## config.mk

```make
export PLATFORM = sky130hd
export DESIGN_NAME = emc_mode_config
export DESIGN_NICKNAME = d
export VERILOG_FILES = /design/src/emc_pkg.sv /design/src/emc_mode_config.sv
export VERILOG_INCLUDE_DIRS = /design/src
export SDC_FILE = /design/constraint.sdc
export NUM_CORES = 1
export LEC_CHECK = 0
export ABC_AREA = 1
export ABC_CLOCK_PERIOD_IN_PS = 5400
export BUFFER_PORTS_ARGS = -buffer_cell sky130_fd_sc_hd__buf_2
export CORE_AREA = 2 2 217 165
export CTS_CLUSTER_SIZE = 8
export DETAILED_ROUTE_END_ITERATION = 10
export DIE_AREA = 0 0 219 167
export SYNTH_ARGS = -nofsm -noshare
export SYNTH_HDL_FRONTEND = slang
export SYNTH_SLANG_ARGS = --single-unit
```

## constraint.sdc

```tcl
create_clock -name i_clk_sys -period 5.4 [get_ports i_clk_sys]
set_input_delay 1.08 -clock i_clk_sys [delete_from_list [all_inputs] [get_ports i_clk_sys]]
set_output_delay 1.08 -clock i_clk_sys [all_outputs]
set_load 0.005 [all_outputs]
```

## src/emc_cfg.svh

```systemverilog
`ifndef EMC_CFG_SVH
`define EMC_CFG_SVH

// -----------------------------------------------------------------
// register indexes (byte address is four times the index)
// -----------------------------------------------------------------
`define EMC_IDX_MODE_ONE 7'h0b
`define EMC_IDX_MODE_TWO 7'h0c
`define EMC_IDX_P1NUM 7'h27
`define EMC_IDX_P1DEN 7'h28
`define EMC_IDX_P2NUM 7'h29
`define EMC_IDX_P2DEN 7'h2a
`define EMC_IDX_STAT 7'h30

// -----------------------------------------------------------------
// reset values
// -----------------------------------------------------------------
`define EMC_RST_MODE_ONE 8'h06
`define EMC_RST_MODE_TWO 8'h41
`define EMC_RST_NUM 16'h0000
`define EMC_RST_DEN 16'h003f

// -----------------------------------------------------------------
// first mode register fields
// -----------------------------------------------------------------
`define EMC_M1_SOFT_RST 7
`define EMC_M1_ZX_LPF_DIS 6
`define EMC_M1_INTEG_EN 5
`define EMC_M1_CH_SWAP 4
`define EMC_M1_ADC_PD 3
`define EMC_M1_OUT2_DIS 2
`define EMC_M1_OUT1_DIS 1
`define EMC_M1_HPF_DIS 0

// -----------------------------------------------------------------
// second mode register fields
// -----------------------------------------------------------------
`define EMC_M2_OUT2_SRC_HI 7
`define EMC_M2_OUT2_SRC_LO 6
`define EMC_M2_OUT1_SRC_HI 5
`define EMC_M2_OUT1_SRC_LO 4
`define EMC_M2_APP_RMS 3
`define EMC_M2_RMS_ZX 2
`define EMC_M2_FREQ_SEL 1

`endif

```

## src/emc_pkg.sv

```systemverilog
package emc_pkg;

    typedef struct packed {
        logic zx_lpf_bypass;
        logic integrator_en;
        logic adc_power_down;
        logic hpf_bypass;
        logic rms_on_crossing;
        logic freq_not_period;
    } emc_ctrl_t;

    typedef struct packed {
        logic active;
        logic reactive;
        logic apparent;
        logic irms;
    } emc_rate_t;

    typedef struct packed {
        logic [23:0] ch_a;
        logic [23:0] ch_b;
    } emc_sample_t;

    typedef enum logic [1:0] {
        EMC_SRC_ACTIVE = 2'b00,
        EMC_SRC_REACTIVE = 2'b01,
        EMC_SRC_OTHER = 2'b10,
        EMC_SRC_OTHER2 = 2'b11
    } emc_src_t;

endpackage
```

## src/emc_mode_config.sv

```systemverilog
`timescale 1ns/10ps
`include "emc_cfg.svh"

// Function
// - soft reset bit restores all defaults
// - zero-cross filter bypass bit, resets zero
// - integrator enable bit, resets zero
// - channel swap exchanges the two ADC channels
// - power-down bit stops both ADCs
// - output two disable, resets one
// - output one disable, resets one
// - high-pass filter bypass bit
// - output two source select, resets 01
// - output one source select, resets 00
// - shared bit picks apparent or current RMS
// - RMS updates follow voltage zero-crossings
// - pick bit selects period or frequency
// - output one numerator and denominator registers
// - output two numerator and denominator registers
module emc_mode_config (
    input wire logic i_clk_sys,
    input wire logic i_resetn,
    input wire logic i_psel,
    input wire logic i_penable,
    input wire logic i_pwrite,
    input wire logic [11:0] i_paddr,
    input wire logic [31:0] i_pwdata,
    input wire logic [3:0] i_pstrb,
    output logic o_pready,
    output logic [31:0] o_prdata,
    output logic o_pslverr,
    input wire emc_pkg::emc_rate_t i_rate,
    input wire emc_pkg::emc_sample_t i_adc,
    output emc_pkg::emc_sample_t o_adc,
    output emc_pkg::emc_ctrl_t o_ctrl,
    output logic o_energy_soft_reset,
    output logic o_pulse_out_one,
    output logic o_pulse_out_two
);

    // -------------------------------------------------------------
    // helpers
    // -------------------------------------------------------------
    function automatic logic addr_hit(input logic [11:0] addr,
                                      input logic [6:0] idx);
        addr_hit = (addr == {3'b000, idx, 2'b00});
    endfunction

    function automatic logic [15:0] merge16(input logic [15:0] old,
                                            input logic [31:0] wd,
                                            input logic [3:0] strb);
        merge16 = {strb[1] ? wd[15:8] : old[15:8],
                   strb[0] ? wd[7:0] : old[7:0]};
    endfunction

    // picks the rate pulse for one output
    function automatic logic pick_rate(input logic [1:0] sel,
                                       input logic app_rms,
                                       input emc_pkg::emc_rate_t r);
        pick_rate = 1'b0;
        unique case (emc_pkg::emc_src_t'(sel))
            emc_pkg::EMC_SRC_ACTIVE: pick_rate = r.active;
            emc_pkg::EMC_SRC_REACTIVE: pick_rate = r.reactive;
            emc_pkg::EMC_SRC_OTHER,
            emc_pkg::EMC_SRC_OTHER2: begin
                pick_rate = app_rms ? r.irms : r.apparent;
            end
        endcase
    endfunction

    // -------------------------------------------------------------
    // registers
    // -------------------------------------------------------------
    logic [7:0] mode_one_q;
    logic [7:0] mode_two_q;
    logic [15:0] num_q [2];
    logic [15:0] den_q [2];
    logic [31:0] rdata_q;
    logic err_q;
    logic soft_q;

    logic access;
    logic wr_en;
    logic soft_req;
    logic setup;
    logic [31:0] rdata_d;
    logic err_d;

    assign setup = i_psel & ~i_penable;
    assign access = i_psel & i_penable;
    // zero wait states: read data is captured in the setup cycle
    assign o_pready = 1'b1;
    assign o_pslverr = access & err_q;
    assign wr_en = access & i_pwrite & ~err_q;
    assign o_prdata = rdata_q;

    // a write with the soft reset bit set overrides its other bits
    assign soft_req = wr_en & i_pstrb[0]
                      & addr_hit(i_paddr, `EMC_IDX_MODE_ONE)
                      & i_pwdata[`EMC_M1_SOFT_RST];

    // -------------------------------------------------------------
    // read decode
    // -------------------------------------------------------------
    logic [1:0] pend;
    logic mix_conflict;

    always_comb begin
        rdata_d = 32'h0000_0000;
        err_d = 1'b0;
        if (addr_hit(i_paddr, `EMC_IDX_MODE_ONE)) begin
            rdata_d[7:0] = mode_one_q;
        end else if (addr_hit(i_paddr, `EMC_IDX_MODE_TWO)) begin
            rdata_d[7:0] = mode_two_q;
        end else if (addr_hit(i_paddr, `EMC_IDX_P1NUM)) begin
            rdata_d[15:0] = num_q[0];
        end else if (addr_hit(i_paddr, `EMC_IDX_P1DEN)) begin
            rdata_d[15:0] = den_q[0];
        end else if (addr_hit(i_paddr, `EMC_IDX_P2NUM)) begin
            rdata_d[15:0] = num_q[1];
        end else if (addr_hit(i_paddr, `EMC_IDX_P2DEN)) begin
            rdata_d[15:0] = den_q[1];
        end else if (addr_hit(i_paddr, `EMC_IDX_STAT)) begin
            rdata_d[2:0] = {mix_conflict, pend};
        end else begin
            err_d = 1'b1;
        end
    end

    always_ff @(posedge i_clk_sys or negedge i_resetn) begin
        if (!i_resetn) begin
            rdata_q <= 32'h0000_0000;
            err_q <= 1'b0;
        end else if (setup) begin
            rdata_q <= i_pwrite ? 32'h0000_0000 : rdata_d;
            err_q <= err_d;
        end
    end

    // -------------------------------------------------------------
    // mode registers
    // -------------------------------------------------------------
    always_ff @(posedge i_clk_sys or negedge i_resetn) begin
        if (!i_resetn) begin
            mode_one_q <= `EMC_RST_MODE_ONE;
            mode_two_q <= `EMC_RST_MODE_TWO;
        end else if (soft_req) begin
            mode_one_q <= `EMC_RST_MODE_ONE;
            mode_two_q <= `EMC_RST_MODE_TWO;
        end else if (wr_en && i_pstrb[0]) begin
            if (addr_hit(i_paddr, `EMC_IDX_MODE_ONE)) begin
                mode_one_q <= i_pwdata[7:0];
            end
            if (addr_hit(i_paddr, `EMC_IDX_MODE_TWO)) begin
                mode_two_q <= i_pwdata[7:0];
            end
        end
    end

    // -------------------------------------------------------------
    // scaling registers
    // -------------------------------------------------------------
    always_ff @(posedge i_clk_sys or negedge i_resetn) begin
        if (!i_resetn) begin
            num_q[0] <= `EMC_RST_NUM;
            den_q[0] <= `EMC_RST_DEN;
            num_q[1] <= `EMC_RST_NUM;
            den_q[1] <= `EMC_RST_DEN;
        end else if (soft_req) begin
            num_q[0] <= `EMC_RST_NUM;
            den_q[0] <= `EMC_RST_DEN;
            num_q[1] <= `EMC_RST_NUM;
            den_q[1] <= `EMC_RST_DEN;
        end else if (wr_en) begin
            if (addr_hit(i_paddr, `EMC_IDX_P1NUM)) begin
                num_q[0] <= merge16(num_q[0], i_pwdata, i_pstrb);
            end
            if (addr_hit(i_paddr, `EMC_IDX_P1DEN)) begin
                den_q[0] <= merge16(den_q[0], i_pwdata, i_pstrb);
            end
            if (addr_hit(i_paddr, `EMC_IDX_P2NUM)) begin
                num_q[1] <= merge16(num_q[1], i_pwdata, i_pstrb);
            end
            if (addr_hit(i_paddr, `EMC_IDX_P2DEN)) begin
                den_q[1] <= merge16(den_q[1], i_pwdata, i_pstrb);
            end
        end
    end

    // -------------------------------------------------------------
    // soft reset strobe to the measurement core
    // -------------------------------------------------------------
    always_ff @(posedge i_clk_sys or negedge i_resetn) begin
        if (!i_resetn) begin
            soft_q <= 1'b0;
        end else begin
            soft_q <= soft_req;
        end
    end
    assign o_energy_soft_reset = soft_q;

    // -------------------------------------------------------------
    // static controls and channel swap
    // -------------------------------------------------------------
    always_ff @(posedge i_clk_sys or negedge i_resetn) begin
        if (!i_resetn) begin
            o_ctrl <= '0;
        end else begin
            o_ctrl.zx_lpf_bypass <= mode_one_q[`EMC_M1_ZX_LPF_DIS];
            o_ctrl.integrator_en <= mode_one_q[`EMC_M1_INTEG_EN];
            o_ctrl.adc_power_down <= mode_one_q[`EMC_M1_ADC_PD];
            o_ctrl.hpf_bypass <= mode_one_q[`EMC_M1_HPF_DIS];
            o_ctrl.rms_on_crossing <= mode_two_q[`EMC_M2_RMS_ZX];
            o_ctrl.freq_not_period <= mode_two_q[`EMC_M2_FREQ_SEL];
        end
    end

    always_ff @(posedge i_clk_sys or negedge i_resetn) begin
        if (!i_resetn) begin
            o_adc <= '0;
        end else if (mode_one_q[`EMC_M1_CH_SWAP]) begin
            o_adc.ch_a <= i_adc.ch_b;
            o_adc.ch_b <= i_adc.ch_a;
        end else begin
            o_adc <= i_adc;
        end
    end

    // -------------------------------------------------------------
    // pulse rate scalers
    // -------------------------------------------------------------
    // each selected rate pulse adds the numerator; every denominator
    // worth of credit gives one output pulse. credit saturates, so a
    // numerator far above the denominator with fast input loses rate.
    logic [1:0] dis;
    logic [1:0] src_pulse;
    logic [1:0] fire;
    logic [19:0] acc_q [2];
    logic [1:0] pulse_q;

    assign dis[0] = mode_one_q[`EMC_M1_OUT1_DIS];
    assign dis[1] = mode_one_q[`EMC_M1_OUT2_DIS];
    assign src_pulse[0] = pick_rate(
        mode_two_q[`EMC_M2_OUT1_SRC_HI:`EMC_M2_OUT1_SRC_LO],
        mode_two_q[`EMC_M2_APP_RMS], i_rate);
    assign src_pulse[1] = pick_rate(
        mode_two_q[`EMC_M2_OUT2_SRC_HI:`EMC_M2_OUT2_SRC_LO],
        mode_two_q[`EMC_M2_APP_RMS], i_rate);
    // both outputs on the shared pick: one apparent, other RMS is
    // impossible by construction, flagged when both use it and neither output is disabled
    assign mix_conflict = mode_two_q[`EMC_M2_OUT1_SRC_HI]
                          & mode_two_q[`EMC_M2_OUT2_SRC_HI]
                          & ~dis[0] & ~dis[1];

    for (genvar k = 0; k < 2; k++) begin : g_out
        logic [20:0] sum;
        assign fire[k] = (den_q[k] != 16'h0000)
                         && (acc_q[k] >= {4'h0, den_q[k]});
        assign pend[k] = fire[k];
        always_comb begin
            sum = {1'b0, acc_q[k]};
            if (src_pulse[k]) begin
                sum = sum + {5'h00, num_q[k]};
            end
            if (fire[k]) begin
                sum = sum - {5'h00, den_q[k]};
            end
        end
        always_ff @(posedge i_clk_sys or negedge i_resetn) begin
            if (!i_resetn) begin
                acc_q[k] <= 20'h0_0000;
            end else if (dis[k] || soft_q || den_q[k] == 16'h0000) begin
                acc_q[k] <= 20'h0_0000;
            end else if (sum[20]) begin
                acc_q[k] <= 20'hf_ffff;
            end else begin
                acc_q[k] <= sum[19:0];
            end
        end
        always_ff @(posedge i_clk_sys or negedge i_resetn) begin
            if (!i_resetn) begin
                pulse_q[k] <= 1'b0;
            end else begin
                pulse_q[k] <= fire[k] & ~dis[k];
            end
        end
    end

    assign o_pulse_out_one = pulse_q[0];
    assign o_pulse_out_two = pulse_q[1];

endmodule

```

==> flow_summary.yaml, run 1 <==
synthesis:
  synthTopCellsByArea: "dfrtp_1 33%, nand2_1 12%, ha_1 8.8%"
  ys.flop_type: "dfrtp_1"
  synth_async_sr_flop_share: 1.00
  ys_types: 60
  synth_seq_area_share: 0.358
  synth_seq_cells: 194
  yosysTopAreaCell: "dfrtp_1"
  synth_enable_flop_cells: 0
  synth_cells: 1825
  synth_top_area_frac: 0.327
  netlist_area_mm2: 0.0136
  avgSynthCellArea_um2: 7.47
  yosysWarnings: 0
worst_hold_path:
  hold-path-cell-count: 0
  worstHoldPathType: "flop to flop"
final_layout:
  fin_area_mm2: 0.0154
  drive_above_1_share: 0.154
  instances_no_fill: 2436
  layout_common_cells: "432 x nand2_1, 246 x inv_1, 177 x dfrtp_1"
  n_fill_cell: 3522
  syn_to_final_growth_pct: 12.8
  multi_input_area_mm2: 0.00746
  insertedDiodeCount: 0
  layout_commonest_cell: "nand2_1"
  nNetsFinal: 2171
  seq_area_mm2: 0.00488
critical_path:
  cp_top_family: "simple AND/OR/NAND/NOR gates"
  cp-endpoint: "acc_q[25]$_DFF_PN0_"
  rrSetupSlack_ns: 0.68
  path_buf_inv: 2
  slowest_delay_ns: 0.58
  end_kind: "flop"
  start_kind: "flop"
  critPathMostFrequentCell: "nand2_1"
  slowest_stage: "o21ai_0"
  crit_cells: 24
  rr_worst_depth: 24
  crit_arrival_ns: 5.04
  path_class: "flop to flop"
  r2r_end: "acc_q[25]$_DFF_PN0_"
  path_max_fanout: 20
  rr_startpoint: "num_q[20]$_DFFE_PN0P_"
  startpoint: "num_q[20]$_DFFE_PN0P_"
  path_cells: "ha_1 > nand2_1 > inv_1 > nand2_1 > nand2_1 > nor2_1 > o21ai_0 > nand2_1 > nand2_1 > xnor2_1 > nand2_1 > o21ai_0 > inv_1 > ha_1 > a21oi_1 > o21ai_0 > a21oi_1 > nand2_1 > nand2_1 > nand4_1 > nor2_2 > nand4_1 > nand2_2 > a21oi_1"
  cp.required_ns: 5.72
floorplanning:
  fp-row-count: 59
  fp.dieW_um: 219
  die_h_um: 167
  start_util: 0.396
  io-pin-count: 196
  core_area_mm2: 0.0344
  dieArea_mm2: 0.0366
timing:
  setup_viol: 0
  hold_viol: 0
  relSlewSlack: 0.472
  period_needed_ns: 4.72
  maxSlewViolCount: 0
  clock_skew_ns: 0.0135
  period_share: 0.874
  max_freq_ghz: 0.212
  fin_setup_tns_ns: 0
  fin_ws_ns: 0.678
  rsz0062_at_grt: "false"
  worst_slew_pin_slew_ns: 0.785
clock_tree:
  cts_setup_buffers: 0
  cts_made_buffers: 17
  cts_tree: "yes"
  cts.path.max_buffers: 2
  cts_resized: 0
  ctsRootBufferMaster: "clkbuf_16"
  clock_latency_ns: 0.46
  htree_levels: 4
  cts_sinks: 194
  clk_pin_slew_ns: 0.08
  ctsHoldBuffers: 0
placed_design:
  dp_hpwl_um: 33500
  dpl_cell_area_mm2: 0.0148
  io_buffers: 160
  place_inst: 2404
  finalWeightedCongestion: 0.911
  pre_cts_ws_ns: 0.809
global_routing:
  grt_pass1_wl_um: 65800
  grt_use_total: 0.234
  grt_pass1_vias: 11651
  gr-total-overflow: 0
  antenna_found_initial: 0
  grt_start_max_net_pins: 100
pwr:
  power_density_mw_per_mm2: 202
  p_leak_uw: 0.00806
  vdd_drop_max_mv: 0.184
route:
  viasPerCell: 5.27
  postRouteWirelength_um: 42300
  ant_nets: 0
  drc: 0
  drt-pass1-iter-count: 6
  avgRoutedWirePerCell_um: 17.4
  via_count: 12833
  drtIter0Drc: 1310
run:
  cap_violations: 0
status:
  status: "finished, final reports clean"
[kinds of logic after synthesis]
logic type      synth area share
other cells             0.000551
mux                      0.00734
flops                      0.358
simple gates               0.232
fa+ha+maj                 0.0940
buf+inv                   0.0992
compound gates             0.179
xor+xnor                  0.0302
[power by group]
group	switching (µW)	internal [µW]	total (µW)
sequential	5.17	1470	1480
combinational	209	106	315
clock	647	675	1320
[area by class of cell]
cell class,instances,share of cell area
clock buffers,19,0.0288
repair buffers,168,0.0573
well taps,457,0.0372
inverters,264,0.0646
flip-flops and latches,194,0.317
multi-input cells,1321,0.485
clock inverters,13,0.0100
[cell usage after synthesis, types with 12 or more instances]
master	n
nand3_1	73
clkbuf_1	28
nand2_1	432
a21oi_1	154
dfrtp_1	178
a21oi_2	21
nand4_1	24
xnor2_1	20
dfstp_2	16
o21ai_0	143
inv_2	15
ha_1	96
buf_4	19
nor4_1	12
o21ai_1	33
o211ai_1	16
inv_1	246
nor2_1	123
xor2_1	27
[worst min-delay path by stage]
stage / start / to
6_report: mode_two_q[1]$_DFFE_PN0P_ / o_ctrl[0]$_DFF_PN0_
3_5_place_dp: mode_two_q[1]$_DFFE_PN0P_ / o_ctrl[0]$_DFF_PN0_
5_1_grt: mode_two_q[1]$_DFFE_PN0P_ / o_ctrl[0]$_DFF_PN0_
4_1_cts: mode_two_q[1]$_DFFE_PN0P_ / o_ctrl[0]$_DFF_PN0_
3_3_place_gp: mode_two_q[1]$_DFFE_PN0P_ / o_ctrl[0]$_DFF_PN0_
2_1_floorplan: mode_two_q[1]$_DFFE_PN0P_ / o_ctrl[0]$_DFF_PN0_
[worst reg2reg max path, stage by stage, from the launching register on]
cell and delay, ns:
dfrtp_1 0.42, ha_1 0.38, nand2_1 0.09, inv_1 0.07, nand2_1 0.06, nand2_1 0.09
nor2_1 0.09, o21ai_0 0.58, nand2_1 0.10, nand2_1 0.10, xnor2_1 0.12, nand2_1 0.07
o21ai_0 0.13, inv_1 0.07, ha_1 0.34, a21oi_1 0.20, o21ai_0 0.13, a21oi_1 0.14
nand2_1 0.13, nand2_1 0.10, nand4_1 0.16, nor2_2 0.23, nand4_1 0.14, nand2_2 0.50
a21oi_1 0.14
[through the flow]
step           power (µW)  hold slack [ns]  utilization
4_1_cts              3140            0.393        0.447
3_5_place_dp         1820            0.375        0.430
5_1_grt              3240            0.397        0.447
6_report             3110            0.392        0.447
3_3_place_gp         1810            0.371        0.430
2_1_floorplan        1680            0.354            -
[sequential cells by signal (all words and copies together) (netlist names)]
name / cells
o_pulse_out_two: 1
o_adc: 48
mode_one_q: 8
den_q: 32
o_prdata: 16
acc_q: 40
o_energy_soft_reset: 1
num_q: 32
o_pulse_out_one: 1
mode_two_q: 8
o_ctrl: 6
err_q: 1
[routing by layer]
metal | share of wire | vias to the layer above | routed length [µm] | track usage
met3 | 0.088 | 37 | 3740 | 0.0431
met2 | 0.40 | 500 | 16900 | 0.326
met1 | 0.50 | 6039 | 21100 | 0.369
met5 | 0 | - | 0 | 0
met4 | 0.012 | 0 | 519 | 0.0499
li1 | - | 6257 | - | -
(Power assumes the default switching activity.)
==> inputs of run 2 (changes only) <==
--- a/config.mk
+++ b/config.mk
@@ -9,10 +9,12 @@
 export ABC_AREA = 1
 export ABC_CLOCK_PERIOD_IN_PS = 5400
 export BUFFER_PORTS_ARGS = -buffer_cell sky130_fd_sc_hd__buf_2
-export CORE_AREA = 2 2 217 165
+export CORE_AREA = 2 2 173 133
 export CTS_CLUSTER_SIZE = 8
 export DETAILED_ROUTE_END_ITERATION = 10
-export DIE_AREA = 0 0 219 167
+export DIE_AREA = 0 0 175 135
+export GPL_TIMING_DRIVEN = 0
+export PLACE_DENSITY = 0.86
 export SYNTH_ARGS = -nofsm -noshare
 export SYNTH_HDL_FRONTEND = slang
 export SYNTH_SLANG_ARGS = --single-unit
==> flow_summary.yaml, run 2 (synthesized netlist as in run 1, its figures left out) <==
final_layout:
  utilization: 0.711
  fin_area_mm2: 0.0155
  layout_commonest_cell: "nand2_1"
  multi_input_area_mm2: 0.00746
  seq_area_mm2: 0.00487
  n_fill_cell: 1762
  reg.largest.list: "o_adc (48), acc_q (40)"
  drive_above_1_share: 0.162
  layout_common_cells: "432 x nand2_1, 246 x inv_1, 178 x dfrtp_1"
  insertedDiodeCount: 0
  nNetsFinal: 2225
  regMostFlops: "o_adc"
  syn_to_final_growth_pct: 13.9
  largest_reg_flops: 48
floorplanning:
  io-pin-count: 196
  fp.dieW_um: 175
  start_util: 0.625
  dieArea_mm2: 0.0236
  die_h_um: 135
  fp-row-count: 47
  core_area_mm2: 0.0218
timing:
  period_needed_ns: 4.57
  rsz0062_at_grt: "false"
  fin_ws_ns: 0.833
  period_share: 0.846
  clock_skew_ns: 0.0156
  max_freq_ghz: 0.219
  fin_setup_tns_ns: 0
  relSlewSlack: 0.429
  hold_viol: 0
  setup_viol: 0
  worst_slew_pin_slew_ns: 0.857
  maxSlewViolCount: 0
critical_path:
  slowest_delay_ns: 0.35
  cp.required_ns: 5.70
  critPathMostFrequentCell: "nand2_1"
  cp_top_family: "simple AND/OR/NAND/NOR gates"
  slowest_stage: "ha_1"
  crit_arrival_ns: 4.87
  start_kind: "primary input"
  path_max_fanout: 10
  path_buf_inv: 6
  rr_worst_depth: 26
  path_class: "primary input to flop"
  path_cells: "buf_2 > or2_1 > o21ai_2 > nand2_1 > nand2_2 > inv_2 > buf_4 > clkbuf_1 > o21ai_0 > inv_1 > ha_1 > a21o_1 > nand2_1 > nand3_1 > nand2_1 > nand2_1 > nand2_1 > nand3_1 > nor2_1 > nand4_1 > nand2_4 > buf_6 > a21oi_2"
  crit_cells: 23
  end_kind: "flop"
route:
  drt-pass1-iter-count: 7
  ant_nets: 0
  viasPerCell: 5.88
  drc: 0
  via_count: 13672
  drtIter0Drc: 1641
  avgRoutedWirePerCell_um: 18.1
  postRouteWirelength_um: 42100
global_routing:
  gr-total-overflow: 0
  grt_pass1_vias: 12522
  antenna_found_initial: 0
  grt_use_total: 0.358
  grt_start_max_net_pins: 119
  grt_pass1_wl_um: 65700
clock_tree:
  cts_resized: 0
  cts.path.max_buffers: 2
  clock_latency_ns: 0.46
  cts_made_buffers: 17
  ctsRootBufferMaster: "clkbuf_16"
  cts_sinks: 194
  clk_pin_slew_ns: 0.08
  htree_levels: 4
  ctsHoldBuffers: 0
  cts_tree: "yes"
  cts_setup_buffers: 0
status:
  status: "finished, final reports clean"
placed_design:
  io_buffers: 160
  dp_hpwl_um: 33100
  dpl_cell_area_mm2: 0.0149
  finalWeightedCongestion: 1.01
  pre_cts_ws_ns: 0.515
pwr:
  power_uw: 3130
  vdd_drop_max_mv: 0.216
  power_density_mw_per_mm2: 202
  p_leak_uw: 0.00823
worst_hold_path:
  hold-path-cell-count: 0
  worstHoldPathType: "flop to flop"
run:
  cap_violations: 0
run 2: cell count changes in the layout (fill, tap and decap cells not counted), sizes merged:
cell	change
buf	+27
inv	-4
clkinvlp	-1
clkinv	+7
clkbuf	+26
bufinv	-1
run 2: layout make-up:
type                            count  area share
Clock buffer                       18      0.0283
Buffer                             61      0.0231
Multi-Input combinational cell   1321       0.481
Clock inverter                     14      0.0121
Sequential cell                   194       0.314
Tap cell                          294      0.0237
Inverter                          264      0.0640
Timing Repair Buffer              161      0.0540
run 2: worst reg2reg max path, delay by kind of cell (launching register included):
family	cells	cell delay [ns]
buf+inv	2	0.31
simple gates	16	1.69
fa+ha+maj	2	0.76
flops	1	0.45
compound gates	6	1.06
run 2: through the flow:
stage | instances | hold WS [ns]
6_report | 2327 | 0.379
5_1_grt | 2327 | 0.383
4_1_cts | 2327 | 0.378
3_5_place_dp | 2295 | 0.367
3_3_place_gp | 2294 | 0.360
2_1_floorplan | 1840 | 0.354
run 2: per-layer routing:
metal	track usage	vias to the layer above	share of wire
met5	0	-	0
met4	0.105	0	0.026
met3	0.0915	95	0.12
met2	0.540	817	0.43
met1	0.511	6394	0.43
li1	-	6366	-
run 2: where the power goes:
group / leakage (µW) / internal [µW] / switching, µW
Clock: 0.000302 / 645 / 680
Combinational: 0.00543 / 115 / 219
Sequential: 0.00250 / 1470 / 5.11
run 2: worst paths after layout:
path	from	to	slack [ns]
hold reg to reg	mode_two_q[1]$_DFFE_PN0P_	o_ctrl[0]$_DFF_PN0_	0.38
hold / removal	mode_two_q[1]$_DFFE_PN0P_	o_ctrl[0]$_DFF_PN0_	0.38
max in group asynchronous	i_resetn	den_q[30]$_DFFE_PN0P_	3.77
setup reg to reg	num_q[2]$_DFFE_PN0P_	acc_q[8]$_DFF_PN0_	0.98
setup / recovery	i_rate[1]	acc_q[8]$_DFF_PN0_	0.83
min in group asynchronous	i_resetn	o_adc[5]$_DFF_PN0_	0.58
